[config.mk]
export PLATFORM = sky130hd
export DESIGN_NAME = low_power_mode_control
export DESIGN_NICKNAME = d
export VERILOG_FILES = /design/src/rtl/wake_qualifier.v /design/src/rtl/low_power_mode_control.v
export VERILOG_INCLUDE_DIRS = /design/src /design/src/shared
export SDC_FILE = /design/constraint.sdc
export NUM_CORES = 1
export LEC_CHECK = 0
export ABC_CLOCK_PERIOD_IN_PS = 3600
export BUFFER_PORTS_ARGS = -buffer_cell sky130_fd_sc_hd__buf_2
export CORE_MARGIN = 3
export CORE_UTILIZATION = 35
export DETAILED_ROUTE_END_ITERATION = 8
export PLACE_DENSITY_LB_ADDON = 0.25
export SYNTH_ARGS = -nofsm -noshare
export SYNTH_HDL_FRONTEND = slang
export SYNTH_SLANG_ARGS = --single-unit
[constraint.sdc]
create_clock -name clk -period 3.6 [get_ports clk]
set_input_delay 0.72 -clock clk [delete_from_list [all_inputs] [get_ports clk]]
set_output_delay 0.72 -clock clk [all_outputs]
set_load 0.005 [all_outputs]
[src/shared/lpm_map.vh]
`ifndef LPM_MAP_VH
`define LPM_MAP_VH
// ==========================================================
// register byte addresses
`define ADDR_CLK_CTRL_ZERO  12'h000
`define ADDR_CLK_CTRL_ONE   12'h004
`define ADDR_MAIN_CLK_DIV   12'h008
`define ADDR_EXIT_LEVEL     12'h00c
`define ADDR_PROTECT        12'h010
`define ADDR_STATUS         12'h014
// ==========================================================
// field positions
`define BIT_WAIT_PERIPH_STOP 2
`define BIT_MAIN_OSC_STOP    5
`define BIT_ALL_CLOCK_STOP   0
`define BIT_CLOCK_UNLOCK     0
`define BIT_SINGLE_UNLOCK    2
`define BIT_ST_WAIT          0
`define BIT_ST_STOP          1
`define BIT_ST_RUN           2
// ==========================================================
// reset values and constants
`define RST_CLK_CTRL_ZERO   8'h00
`define RST_CLK_CTRL_ONE    8'h00
`define RST_MAIN_CLK_DIV    5'h08
`define RST_EXIT_LEVEL      3'h0
`define RST_PROTECT         8'h00
`define DIV_BY_8            5'h08
`define LEVEL_MAX           3'h7
`endif

[src/rtl/wake_qualifier.v]
`timescale 1ns/1ps
`default_nettype none
// ==========================================================
// wake qualification by priority threshold
module wake_qualifier (
  input  wire       clk,
  input  wire       rst,
  input  wire       ce,
  input  wire       irq_req,
  input  wire [2:0] irq_level,
  input  wire [2:0] threshold,
  input  wire       irq_enable,
  output reg        wake_r
);
  always @(posedge clk) begin
    if (rst) begin
      wake_r <= 1'b0;
    end else if (ce) begin
      wake_r <= irq_req & irq_enable & (irq_level > threshold);
    end
  end
endmodule
`default_nettype wire

[src/rtl/low_power_mode_control.v]
// The register addresses and register access over APB were chosen for this implementation.
`timescale 1ns/1ps
`default_nettype none
`include "lpm_map.vh"
module low_power_mode_control (
  input  wire        clk,
  input  wire        rst,
  input  wire        ce,
  input  wire        psel,
  input  wire        penable,
  input  wire        pwrite,
  input  wire [11:0] paddr,
  input  wire [31:0] pwdata,
  output reg  [31:0] prdata,
  output reg         pready,
  output reg         pslverr,
  input  wire        halt_exec,
  input  wire        other_write,
  input  wire        irq_req,
  input  wire [2:0]  irq_level,
  input  wire        irq_enable,
  input  wire        low_speed_mode,
  output reg         cpu_run_r,
  output reg         main_periph_clk_en_r,
  output reg         subclock_periph_clk_en_r,
  output reg         main_osc_en_r,
  output reg         osc_output_pin_en_r,
  output reg         wake_service_r,
  output reg         port_hold_r,
  output reg  [4:0]  clk_div_r
);
  // ========================================================
  // state machine
  localparam [2:0] ST_RUN  = 3'b001;
  localparam [2:0] ST_WAIT = 3'b010;
  localparam [2:0] ST_STOP = 3'b100;

  reg [2:0] state_r;
  reg [2:0] state_nxt;
  reg [7:0] clk_ctrl_zero_r;
  reg [7:0] clk_ctrl_one_r;
  reg [2:0] exit_level_r;
  reg [7:0] protect_r;
  wire      wake;

  function addr_hit;
    input [11:0] a;
    input [11:0] ref_a;
    begin
      addr_hit = (a == ref_a);
    end
  endfunction

  // registered answer: one wait state, pready high one cycle
  wire acc    = psel & penable & ~pready;
  wire wr_acc = acc & pwrite;
  wire rd_acc = acc & ~pwrite;
  wire mapped = addr_hit(paddr, `ADDR_CLK_CTRL_ZERO) |
                addr_hit(paddr, `ADDR_CLK_CTRL_ONE) |
                addr_hit(paddr, `ADDR_MAIN_CLK_DIV) |
                addr_hit(paddr, `ADDR_EXIT_LEVEL) |
                addr_hit(paddr, `ADDR_PROTECT) |
                addr_hit(paddr, `ADDR_STATUS);
  wire stop_req = wr_acc & addr_hit(paddr, `ADDR_CLK_CTRL_ONE) &
                  protect_r[`BIT_CLOCK_UNLOCK] &
                  pwdata[`BIT_ALL_CLOCK_STOP];

  // wake is registered, so exit lags the interrupt by one cycle
  wake_qualifier u_wake (
    .clk        (clk),
    .rst        (rst),
    .ce         (ce),
    .irq_req    (irq_req),
    .irq_level  (irq_level),
    .threshold  (exit_level_r),
    .irq_enable (irq_enable),
    .wake_r     (wake)
  );

  always @* begin
    state_nxt = state_r;
    case (state_r)
      ST_RUN: begin
        if (stop_req) begin
          state_nxt = ST_STOP;
        end else if (halt_exec) begin
          state_nxt = ST_WAIT;
        end
      end
      ST_WAIT: begin
        if (wake) begin
          state_nxt = ST_RUN;
        end
      end
      ST_STOP: begin
        if (wake) begin
          state_nxt = ST_RUN;
        end
      end
      default: begin
        state_nxt = ST_RUN;
      end
    endcase
  end

  // ========================================================
  // registers and bus
  always @(posedge clk) begin
    if (rst) begin
      state_r         <= ST_RUN;
      clk_ctrl_zero_r <= `RST_CLK_CTRL_ZERO;
      clk_ctrl_one_r  <= `RST_CLK_CTRL_ONE;
      clk_div_r       <= `RST_MAIN_CLK_DIV;
      exit_level_r    <= `RST_EXIT_LEVEL;
      protect_r       <= `RST_PROTECT;
      prdata          <= 32'h0000_0000;
      pready          <= 1'b0;
      pslverr         <= 1'b0;
    end else if (ce) begin
      state_r <= state_nxt;
      pready  <= acc;
      pslverr <= acc & ~mapped;
      // stop request bit reads back 1 only while stopped
      if (state_nxt != ST_STOP) begin
        clk_ctrl_one_r[`BIT_ALL_CLOCK_STOP] <= 1'b0;
      end
      // a write to the protect register itself wins over this clear
      if (other_write | wr_acc) begin
        protect_r[`BIT_SINGLE_UNLOCK] <= 1'b0;
      end
      if (wr_acc) begin
        if (addr_hit(paddr, `ADDR_CLK_CTRL_ZERO)) begin
          clk_ctrl_zero_r <= pwdata[7:0];
        end
        if (addr_hit(paddr, `ADDR_CLK_CTRL_ONE)) begin
          clk_ctrl_one_r[7:1] <= pwdata[7:1];
          if (stop_req) begin
            clk_ctrl_one_r[`BIT_ALL_CLOCK_STOP] <= 1'b1;
          end
        end
        if (addr_hit(paddr, `ADDR_MAIN_CLK_DIV)) begin
          clk_div_r <= pwdata[4:0];
        end
        if (addr_hit(paddr, `ADDR_EXIT_LEVEL)) begin
          exit_level_r <= pwdata[2:0];
        end
        if (addr_hit(paddr, `ADDR_PROTECT)) begin
          protect_r <= pwdata[7:0];
        end
      end
      if (stop_req) begin
        clk_div_r <= `DIV_BY_8;
      end
      prdata <= 32'h0000_0000;
      if (rd_acc) begin
        if (addr_hit(paddr, `ADDR_CLK_CTRL_ZERO)) begin
          prdata <= {24'h00_0000, clk_ctrl_zero_r};
        end
        if (addr_hit(paddr, `ADDR_CLK_CTRL_ONE)) begin
          prdata <= {24'h00_0000, clk_ctrl_one_r};
        end
        if (addr_hit(paddr, `ADDR_MAIN_CLK_DIV)) begin
          prdata <= {27'h000_0000, clk_div_r};
        end
        if (addr_hit(paddr, `ADDR_EXIT_LEVEL)) begin
          prdata <= {29'h0000_0000, exit_level_r};
        end
        if (addr_hit(paddr, `ADDR_PROTECT)) begin
          prdata <= {24'h00_0000, protect_r};
        end
        if (addr_hit(paddr, `ADDR_STATUS)) begin
          prdata <= {29'h0000_0000, state_r[0], state_r[2], state_r[1]};
        end
      end
    end
  end

  // ========================================================
  // clock gating, port hold and wake service outputs
  always @(posedge clk) begin
    if (rst) begin
      cpu_run_r                <= 1'b1;
      main_periph_clk_en_r     <= 1'b1;
      subclock_periph_clk_en_r <= 1'b1;
      main_osc_en_r            <= 1'b1;
      osc_output_pin_en_r      <= 1'b1;
      wake_service_r           <= 1'b0;
      port_hold_r              <= 1'b0;
    end else if (ce) begin
      // outputs except wake_service_r follow state_nxt so they switch with the state
      cpu_run_r <= (state_nxt == ST_RUN);
      // main-derived peripheral clocks off in wait when asked, always in stop
      main_periph_clk_en_r <= ~((state_nxt == ST_STOP) |
        ((state_nxt == ST_WAIT) &
         clk_ctrl_zero_r[`BIT_WAIT_PERIPH_STOP]));
      subclock_periph_clk_en_r <= (state_nxt != ST_STOP);
      main_osc_en_r <= ~clk_ctrl_zero_r[`BIT_MAIN_OSC_STOP] &
                       (state_nxt != ST_STOP);
      osc_output_pin_en_r <= ~clk_ctrl_zero_r[`BIT_MAIN_OSC_STOP] &
                             (state_nxt != ST_STOP);
      wake_service_r <= (state_r != ST_RUN) & wake;
      port_hold_r <= (state_nxt != ST_RUN);
    end
  end
endmodule
`default_nettype wire

# == Word-level counts from Yosys, hierarchy flattened ==
# Index checks and enable logic that the tools add are counted.
# op_classes
n_addsub,0
n_mul,0
div,0
order_cmp,1
n_eq_ne,14
n_shift,0
mux,21
bitwise,25
n_reduce_logical,9
# op_table
operator,count
32-bit two-way mux,5
12-bit by 4-bit == test with 1-bit output (second input constant),2
12-bit by 5-bit == test with 1-bit output (second input constant),2
8-bit two-way mux,2
3-bit two-way mux,5
5-bit two-way mux,3
3-bit AND reduction,5
1-bit AND,13
12-bit by 3-bit == test with 1-bit output (second input constant),1
12-bit zero test,1
1-bit OR,7
3-bit by 1-bit == test with 1-bit output (second input constant),2
3-bit by 2-bit == test with 1-bit output (second input constant),2
3-bit == test (second input constant),2
3-bit by 1-bit != test with 1-bit output (second input constant),2
3-bit one-hot mux with 2 select lines,1
1-bit two-way mux,5
1-bit inverter,5
2-bit nonzero test,2
3-bit greater-than comparator,1
3-bit != test (second input constant),1
2-bit OR reduction,1
# totals
reg_bits,76
latchBits,0
ramBits,0
mem_bits_ro,0
inputBits,58
out_inout_bits,46
elab_cells,88
n_memories,0

# == Longest topological paths before layout ==
# Gate-level depths: netlist of the first run.
# depth
ltp_word,13
mapped_depth,6
mapped_depth_nobuf,6

# == Hierarchy ==
# Synthesis of the first run repeated with hierarchy kept, for this count alone.
# unflattened
cells_unflattened,295
area_unflattened_um2,2638.8
# by_module_without_submodules
module,instances,cells_each,area_per_inst_um2,seq_area_each_um2
low_power_mode_control,1,281,2528.7,1021.0
wake_qualifier,1,14,110.1,20.0

# == Least setup slack after synthesis of the first run ==
# Ideal clock, no wire load.
# synth_path
path_type,input to register
start,in paddr[1]
end,reg clk_ctrl_zero_r[1]
setup_ps,119
arrival_time_ps,2058
t_required_ps,3481
setup_slack_ps,1423
stages,5
n_path_buf,1
path_cell_list,nor4_4 > nand3_2 > or4_4 > buf_6 > mux2i_1
# synth_between
elab_chain_len,2
# synth_lines
element,line_no,source
"start, declared",low_power_mode_control.v:12,"input wire [11:0] paddr,"
12-bit zero test,low_power_mode_control.v:50,addr_hit = (a == ref_a);
3-bit AND reduction (no source line),-,
"end signal, assigned",low_power_mode_control.v:111,clk_ctrl_zero_r <= `RST_CLK_CTRL_ZERO;
"end signal, assigned",low_power_mode_control.v:133,clk_ctrl_zero_r <= pwdata[7:0];
"end, declared",low_power_mode_control.v:40,reg [7:0] clk_ctrl_zero_r;
# Every way passes these cells.
# A chain may end at the register's enable or synchronous reset.

# == Final worst setup path of the first run ==
# layout_path
start,in paddr[1]
end,reg clk_ctrl_one_r[1]
# layout_between
elab_chain_len,2
# layout_lines
element,line_no,source
12-bit by 3-bit == test with 1-bit output,low_power_mode_control.v:50,
3-bit AND reduction (no source line),-,
"end signal, assigned",low_power_mode_control.v:112,clk_ctrl_one_r <= `RST_CLK_CTRL_ONE;
"end signal, assigned",low_power_mode_control.v:136,clk_ctrl_one_r[7:1] <= pwdata[7:1];
"end, declared",low_power_mode_control.v:41,reg [7:0] clk_ctrl_one_r;
# Every way passes these cells.

==> reports/metrics.yaml, run 1 <==
slew_headroom_pct: 36.0
synth.area.top_cells: "dfxtp_1, mux2i_1, buf_4, nand2_1, o21ai_0"
nets: 426
switchingPower_mw: 0.282
synth-edff-count: 0
fin_area_um2: 3110
setup_viol: 0
antenna_found_initial: 0
ys_ff_latch: 52
grt_usage_pct: 16.6
drive_above_1_share_pct: 22.7
syn_area_um2: 2780
path_class: "in -> reg"
synth_cell_type_count: 59
grt_pass1_wl_um: 11700
cts-buffers-inserted: 5
cp_max_fo: 10
fin_crit_sh_pct: 63.2
yosys.area.top_type: "dfxtp_1"
synth_commonest_cells: "dfxtp_1, nand2_1, buf_4, o21ai_0"
clockRootBuffer: "clkbuf_8"
numClockSinks: 52
cts_setup_buffers: 0
syn_area_per_cell_um2: 8.67
cp-end-kind: "flop"
wl_um: 7240
tightest_slew_ns: 0.959
core_area_um2: 7490
die_area_um2: 9060
initial_core_util_pct: 37.2
postCtsHoldBufs: 0
finalHoldWorstSlack_ns: 0.457
num_io_pins: 104
gp_congestion: 0.870
hold_path.class: "reg -> reg"
arrival_ns: 2.51
vias: 2403
cellPowerDensity_nw_per_um2: 342
pwr-share-comb_pct: 11.3
drc: 0
clk_latency_ns: 0.31
antennaDiodeCount: 0
portBuffers: 54
p_sw_share_pct: 26.5
cts_tree: "yes"
synthArstFlopShare_pct: 0
p_clk_share_pct: 33.3
die_y_um: 95.2
ys.flop_type: "dfxtp_1"
viasPerCell: 5.17
rows: 31
power.share.sequential_pct: 55.4
htree_levels: 2
yosysSeqAreaShare_pct: 37.4
fin_skew_ns: 0.00834
drt_iter0_drc: 100
status: "complete, no violations"
gr-total-overflow: 0
setup-tns-final_ns: 0
dp_hpwl_um: 5320
clk_pin_slew_ns: 0.09
p_leak_nw: 1.27
cp-start-kind: "input port"
ant_nets: 0
die_w_um: 95.2
firstDrtPassIters: 4
wl_per_cell_um: 15.6
clk_path_buf_depth: 2
setup_ws_ns: 1.32
fmax_mhz: 439
synth_cells: 321
pre_cts_slack_ns: 1.02
place_area_um2: 3020
drv_slew: 0
rsz0062_at_grt: "false"
yosysMostFrequentCell: "dfxtp_1"
p_int_mw: 0.782
synth.top_cell.area_share_pct: 37.4
finalCriticalPeriod_ns: 2.28
grt_pass1_vias: 2289
cp.required_ns: 3.83
hold_viol: 0
cts_resized: 0
syn_to_final_growth_pct: 11.8
peakVddDrop_mv: 0.127
grt_max_degree: 34
yosys_warnings: 0
cap_violations: 0
## layout make-up
type | count | area, um^2
Multi-Input combinational cell | 242 | 1540
Tap cell | 99 | 124
Fill cell | 774 | 4370
Inverter | 9 | 33.8
Sequential cell | 52 | 1040
Clock inverter | 2 | 13.8
Timing Repair Buffer | 55 | 278
Clock buffer | 6 | 82.6
## worst max-delay path: stages
cell,delay (ns)
buf_2,0.12
nor4_4,0.56
nand3_2,0.19
nor4_4,0.65
mux2i_1,0.26
## cell usage in the layout, fill, tap and decap left out, types with 2 or more instances in the layout
cell type  count
mux4_2         2
or2_2          3
o41ai_1        2
a31o_2         2
and2_1         2
ha_1           3
o211a_1        2
o22ai_1        2
and4b_1        3
nor4_1         2
nor4_4         2
nor3b_1        2
a21oi_1       19
o21ai_0       24
mux2_2         3
a22oi_1        6
nand2_1       43
o32ai_1        2
a31oi_1        2
and3_1         3
dfxtp_1       52
o2bb2ai_1      2
nor2b_1        3
nor2_1        14
inv_1          9
and4_2         3
mux2i_1       19
nand4_1        8
clkbuf_8       6
nand3_1       13
conb_1        24
a2bb2oi_1      4
buf_2         54
## kinds of logic (layout without fill, tap and decap cells)
| family | Yosys count | after routing | synth area share [%] |
|---|---|---|---|
| buf+inv | 50 | 72 | 10.4 |
| fa+ha+maj | 3 | 3 | 1.35 |
| compound gates | 77 | 77 | 17.8 |
| simple gates | 113 | 113 | 22.9 |
| xor+xnor | 1 | 1 | 0.315 |
| other cells | 1 | 24 | 0.135 |
| flops | 52 | 52 | 37.4 |
| mux | 24 | 24 | 9.66 |
## power groups by stage
stage               Clock, mW  Combinational [mW]  Sequential [mW]
CTS                     0.365               0.120            0.589
global placement            0               0.117            0.602
finish                  0.355               0.120            0.589
detailed placement          0               0.119            0.603
global route            0.387               0.134            0.591
floorplan                   0              0.0897            0.602
## path summary, 6_finish.rpt
path	slack, ns	to	start	cells after the start
max	1.32	clk_ctrl_one_r[1]	paddr[1]	5
min	0.46	clk_ctrl_one_r[5]	clk_ctrl_one_r[5]	2
max reg2reg	1.81	clk_ctrl_one_r[1]	pready	4
min reg2reg	0.46	clk_ctrl_one_r[5]	clk_ctrl_one_r[5]	2
## per-stage QoR
step / instances / power (mW) / util, %
global placement: 457 / 0.720 / 40.3
finish: 465 / 1.06 / 41.6
global route: 465 / 1.11 / 41.6
floorplan: 344 / 0.691 / -
CTS: 465 / 1.07 / 41.6
detailed placement: 457 / 0.722 / 40.3
## metal layers
layer / routed length, um / track usage (%) / vias up
met1: 3430 / 23.3 / 1103
met2: 3270 / 26.2 / 85
li1: - / - / 1210
met5: 0 / 0 / -
met3: 459 / 2.68 / 5
met4: 76 / 4.69 / 0
## registers in the layout, summed over array words and instances, names as in the netlist, 3 cells and up
signal	cells
clk_ctrl_one_r	8
clk_ctrl_zero_r	8
clk_div_r	5
exit_level_r	3
prdata	8
protect_r	8
state_r	3
No activity file was read; power rests on OpenSTA's default activity.
==> run 2: changes to the inputs <==
Settings changed: ABC_CLOCK_PERIOD_IN_PS 3600 to 2360.
Clock period 3.6 ns to 2.36 ns, I/O delays scaled along.
==> run 2 against run 1 <==
Routed wire length up 1.8%. Die area unchanged. Clock skew decreased by 0.0027 ns. Setup slack worse by 0.78 ns. Final cell count increased by 2.6%. Non-clock buffer count rose by 12. Register-to-register slack got worse by 1.1 ns. Count of clock-buffer cells in the layout stayed put. Global-route usage increased by 0.40 points. Cell area rose by 2.9%.
==> reports/metrics.yaml, run 2 (synthesis gave the netlist of run 1 again) <==
cp.required_ns: 2.60  # -1.23 ns
drc: 0  # unchanged
cts_tree: "yes"
status: "complete, no violations"
fin_skew_ns: 0.00569  # -0.00266 ns
layout_commonest_cell: "buf_2"
cts-buffers-inserted: 5  # unchanged
rows: 31  # unchanged
antenna_found_initial: 0  # unchanged
fillers: 778  # +0.52%
clk_latency_ns: 0.31  # about the same
ant_nets: 0  # unchanged
p_clk_share_pct: 33.6  # +0.3 points
worstPathCellList: "buf_2 -> or4_2 -> nor4_1 -> buf_4 -> a22oi_1 -> o21ai_0"
p_int_mw: 1.20  # +54%
cp_max_fo: 3  # -7
grt_pass1_vias: 2383  # +4.1%
viasPerCell: 5.20  # +0.57%
drive_above_1_share_pct: 25.1  # +2.5 points
hold_viol: 0  # unchanged
antennaDiodeCount: 0  # unchanged
switchingPower_mw: 0.441  # +56%
clk_path_buf_depth: 2  # unchanged
power.share.sequential_pct: 54.8  # -0.6 points
htree_levels: 2  # unchanged
fmax_mhz: 551
dp_hpwl_um: 5540  # +4.2%
portBuffers: 54  # unchanged
drt_iter0_drc: 160  # +60%
worst_path_largest_cell_delay_ns: 0.69  # +0.04 ns
pwr-share-comb_pct: 11.6  # +0.3 points
p_sw_share_pct: 26.8  # +0.36 points
cts_setup_buffers: 0  # unchanged
path_class: "in -> reg"
die_area_um2: 9060  # unchanged
cp-end-kind: "flop"
multi_input_area_um2: 1540  # unchanged
setup_viol: 0  # unchanged
peakVddDrop_mv: 0.215  # +70%
firstDrtPassIters: 4  # unchanged
postCtsHoldBufs: 0  # unchanged
rsz0062_at_grt: "false"
cap_violations: 0  # unchanged
die_y_um: 95.2  # unchanged
numClockSinks: 52  # unchanged
fin_crit_sh_pct: 76.9
cp-start-kind: "input port"
p_leak_nw: 1.33  # +4.8%
die_w_um: 95.2  # unchanged
hold_path.class: "in -> reg"
cellPowerDensity_nw_per_um2: 513  # +50%
setup_ws_ns: 0.546  # -0.778 ns
cp_slowest_cell: "or4_2"
gp_congestion: 0.912  # +4.8%
wl_um: 7370  # +1.8%
arrival_ns: 2.05  # -0.46 ns
final_cell_mix: "buf_2, dfxtp_1, nand2_1, o21ai_0, conb_1"
num_io_pins: 104  # unchanged
syn_to_final_growth_pct: 15.0
finalCriticalPeriod_ns: 1.81
core_area_um2: 7490  # unchanged
seq_area_um2: 1040  # unchanged
gr-total-overflow: 0  # unchanged
clockRootBuffer: "clkbuf_8"
grt_max_degree: 30  # -12%
vias: 2479  # +3.2%
wl_per_cell_um: 15.4  # -0.72%
nets: 438  # +2.8%
cts_resized: 0  # unchanged
pre_cts_slack_ns: 0.199  # -0.819 ns
setup-tns-final_ns: 0  # unchanged
clk_pin_slew_ns: 0.10  # about the same
drv_slew: 0  # unchanged
grt_usage_pct: 17.0  # +0.40 points
grt_pass1_wl_um: 12000  # +2.6%
initial_core_util_pct: 37.2  # unchanged
==> run 2: changes by cell type in the layout (fill, tap and decap cells not counted), sizes merged <==
cell	delta
buf	+12
==> run 2: critical path, delay by kind of cell <==
family / cells / cell delay (ns)
AOI/OAI and AO/OA: 2 / 0.23
and+or+nand+nor: 2 / 1.04
buffers and inverters: 2 / 0.31
==> run 2: worst paths after layout <==
check / from / to / slack, ns / depth (start not counted)
max reg2reg: pready / clk_ctrl_zero_r[5] / 0.70 / 4
max: paddr[1] / prdata[5] / 0.55 / 6
min: pwdata[7] / protect_r[7] / 0.42 / 3
min reg2reg: prdata[7] / prdata[7] / 0.46 / 2
==> run 2: metrics by stage <==
step	hold slack (ns)	power (mW)	util, %	area (um^2)	std cells
2_1_floorplan	0.431	1.05	-	2870	344
3_3_place_gp	0.439	1.11	41.5	3110	469
3_5_place_dp	0.445	1.11	41.5	3110	469
4_1_cts	0.416	1.65	42.8	3200	477
5_1_grt	0.426	1.71	42.8	3200	477
6_report	0.421	1.64	42.8	3200	477
==> run 2: cell type report <==
cell class | count | area share, %
multi-input cells | 242 | 48.1
clock inverters | 2 | 0.430
inverters | 9 | 1.06
well taps | 99 | 3.87
repair buffers | 67 | 11.5
clock buffers | 6 | 2.58
flip-flops and latches | 52 | 32.5
==> run 2: per-layer routing <==
| metal | part of all wire (%) | global-route usage, % | vias up |
|---|---|---|---|
| li1 | - | - | 1236 |
| met1 | 46 | 23.5 | 1139 |
| met2 | 46 | 27.5 | 99 |
| met3 | 7.3 | 3.00 | 5 |
| met4 | 0.92 | 3.97 | 0 |
| met5 | 0 | 0 | - |
==> run 2: power by group through the flow <==
stage / Clock, mW / Sequential, mW / Combinational [mW]
3_5_place_dp: 0 / 0.919 / 0.189
3_3_place_gp: 0 / 0.919 / 0.189
5_1_grt: 0.597 / 0.902 / 0.215
4_1_cts: 0.560 / 0.899 / 0.190
6_report: 0.552 / 0.899 / 0.190
2_1_floorplan: 0 / 0.918 / 0.137
==> run 3: changes to the inputs <==
Settings changed: ABC_CLOCK_PERIOD_IN_PS 2360 to 1450.
Clock period 2.36 ns to 1.45 ns, I/O delays scaled along.
==> run 3 against run 2 <==
The flow now finishes with violations (setup timing). Sequential cell count unchanged. Sequential power up 62%. Worst hold slack worse by 0.18 ns. Count of clock-buffer cells in the layout is 1 lower. Die area unchanged. First-iteration DRC count down 0.63%. Largest power group unchanged. Register-to-register slack worse by 0.94 ns.
==> reports/metrics.yaml, run 3 (synthesis gave the netlist of run 1 again) <==
setup_ws_ns: -0.236  # -0.782 ns
syn_to_final_growth_pct: 32.2
grt_max_degree: 32  # +6.7%
gr-total-overflow: 0  # unchanged
clockRootBuffer: "clkbuf_8"
cts-buffers-inserted: 5  # unchanged
drc: 0  # unchanged
slew_headroom_pct: 66.1
place_area_um2: 3440  # +11%
antennaDiodeCount: 0  # unchanged
drt_iter0_drc: 159  # -0.63%
firstDrtPassIters: 4  # unchanged
ant_nets: 0  # unchanged
clk_pin_slew_ns: 0.10  # about the same
core_area_um2: 7490  # unchanged
setup-tns-final_ns: -3.88  # -3.88 ns
drive_above_1_share_pct: 37.9  # +13 points
viasPerCell: 5.18  # -0.30%
layout_commonest_cell: "buf_2"
clk_path_buf_depth: 2  # unchanged
fin_skew_ns: 0.00774  # +0.00206 ns
final_cells: 513  # +7.5%
cts_tree: "yes"
cap_violations: 0  # unchanged
cp-end-kind: "flop"
tightest_slew_ns: 0.502
cellPowerDensity_nw_per_um2: 749  # +46%
htree_levels: 2  # unchanged
dp.cells: 502  # +7.0%
gp_congestion: 0.857  # -6.1%
antenna_found_initial: 0  # unchanged
grt_usage_pct: 17.7  # +0.69 points
clk_latency_ns: 0.31  # about the same
grt_pass1_vias: 2506  # +5.2%
nets: 474  # +8.2%
grt_pass1_wl_um: 12500  # +4.2%
num_io_pins: 104  # unchanged
cp_max_fo: 8  # +5
finalCriticalPeriod_ns: 1.69
fillers: 712  # -8.5%
portBuffers: 54  # unchanged
vias: 2658  # +7.2%
postCtsHoldBufs: 0  # unchanged
peakVddDrop_mv: 0.388  # +81%
drv_slew: 0  # unchanged
rsz0062_at_grt: "true"
status: "complete, but fails checks"
fin_area_um2: 3680  # +15%
cp.required_ns: 1.66  # -0.94 ns
dp_hpwl_um: 6160  # +11%
violations: "setup timing"
hold_viol: 0  # unchanged
arrival_ns: 1.89  # -0.16 ns
hold_path.class: "in -> reg"
rows: 31  # unchanged
wl_per_cell_um: 15.3  # -1.2%
p_leak_nw: 1.55  # +16%
wl_um: 7830  # +6.3%
cp-start-kind: "flop"
path_class: "reg -> reg"
fin_crit_sh_pct: 116
fmax_mhz: 593
numClockSinks: 52  # unchanged
die_y_um: 95.2  # unchanged
final_cell_mix: "buf_2, dfxtp_1, nand2_1, buf_4, conb_1"
die_w_um: 95.2  # unchanged
setup_viol: 30  # +30
die_area_um2: 9060  # unchanged
initial_core_util_pct: 37.2  # unchanged
pre_cts_slack_ns: -0.349  # -0.548 ns
run 3: cell types whose count changed in the layout (fill, tap and decap cells not counted), sizes merged:
cell	delta
clkinvlp	+1
buf	+36
clkbuf	-1
run 3: stage by stage:
step                      total power [mW]  util [%]  hold slack (ns)
after floorplan                       1.72         -            0.429
after global placement                1.88      45.9            0.437
after detailed placement              1.88      45.9            0.439
after CTS                             2.74      47.5            0.237
after global routing                  2.88      49.2            0.260
final                                 2.76      49.2            0.243
run 3: repair_timing:
item,in CTS,in global routing
pin swaps,2,10
gates resized for setup,9,30
endpoints found under the setup margin,26,40
cloned,0,0
setup buffers,0,3
run 3: final cells by class:
type,count,area [um^2],area share [%]
clock buffers,5,68.8,1.87
clock inverters,3,27.5,0.748
inverters,9,33.8,0.918
multi-input cells,242,1680,45.8
flip-flops and latches,52,1040,28.3
well taps,99,124,3.37
repair buffers,103,699,19.0
run 3: routing by layer:
layer  GRT usage [%]  wire length (um)
met5               0                 0
met4            3.25                58
met3            3.31               527
met2            27.5              3440
met1            25.5              3800
run 3: path summary, 6_finish.rpt:
| check | start | endpoint | cells after the start | slack, ns |
|---|---|---|---|---|
| max | pready | clk_ctrl_zero_r[3] | 4 | -0.24 |
| min | pwdata[5] | protect_r[5] | 3 | 0.24 |
| max reg2reg | pready | clk_ctrl_zero_r[3] | 4 | -0.24 |
| min reg2reg | prdata[3] | prdata[3] | 2 | 0.46 |
run 3: power breakdown:
group	leakage (nW)	internal, mW	switching [mW]	total, mW
clock network	0.0463	0.355	0.515	0.870
logic	1.08	0.191	0.233	0.424
registers	0.422	1.45	0.0169	1.46
total	1.55	1.99	0.765	2.76
run 3: critical path: stages (launching register included):
cell,delay [ns]
dfxtp_2,0.33
and4b_1,0.28
nand3b_1,0.14
or4_4,0.67
mux2i_1,0.16
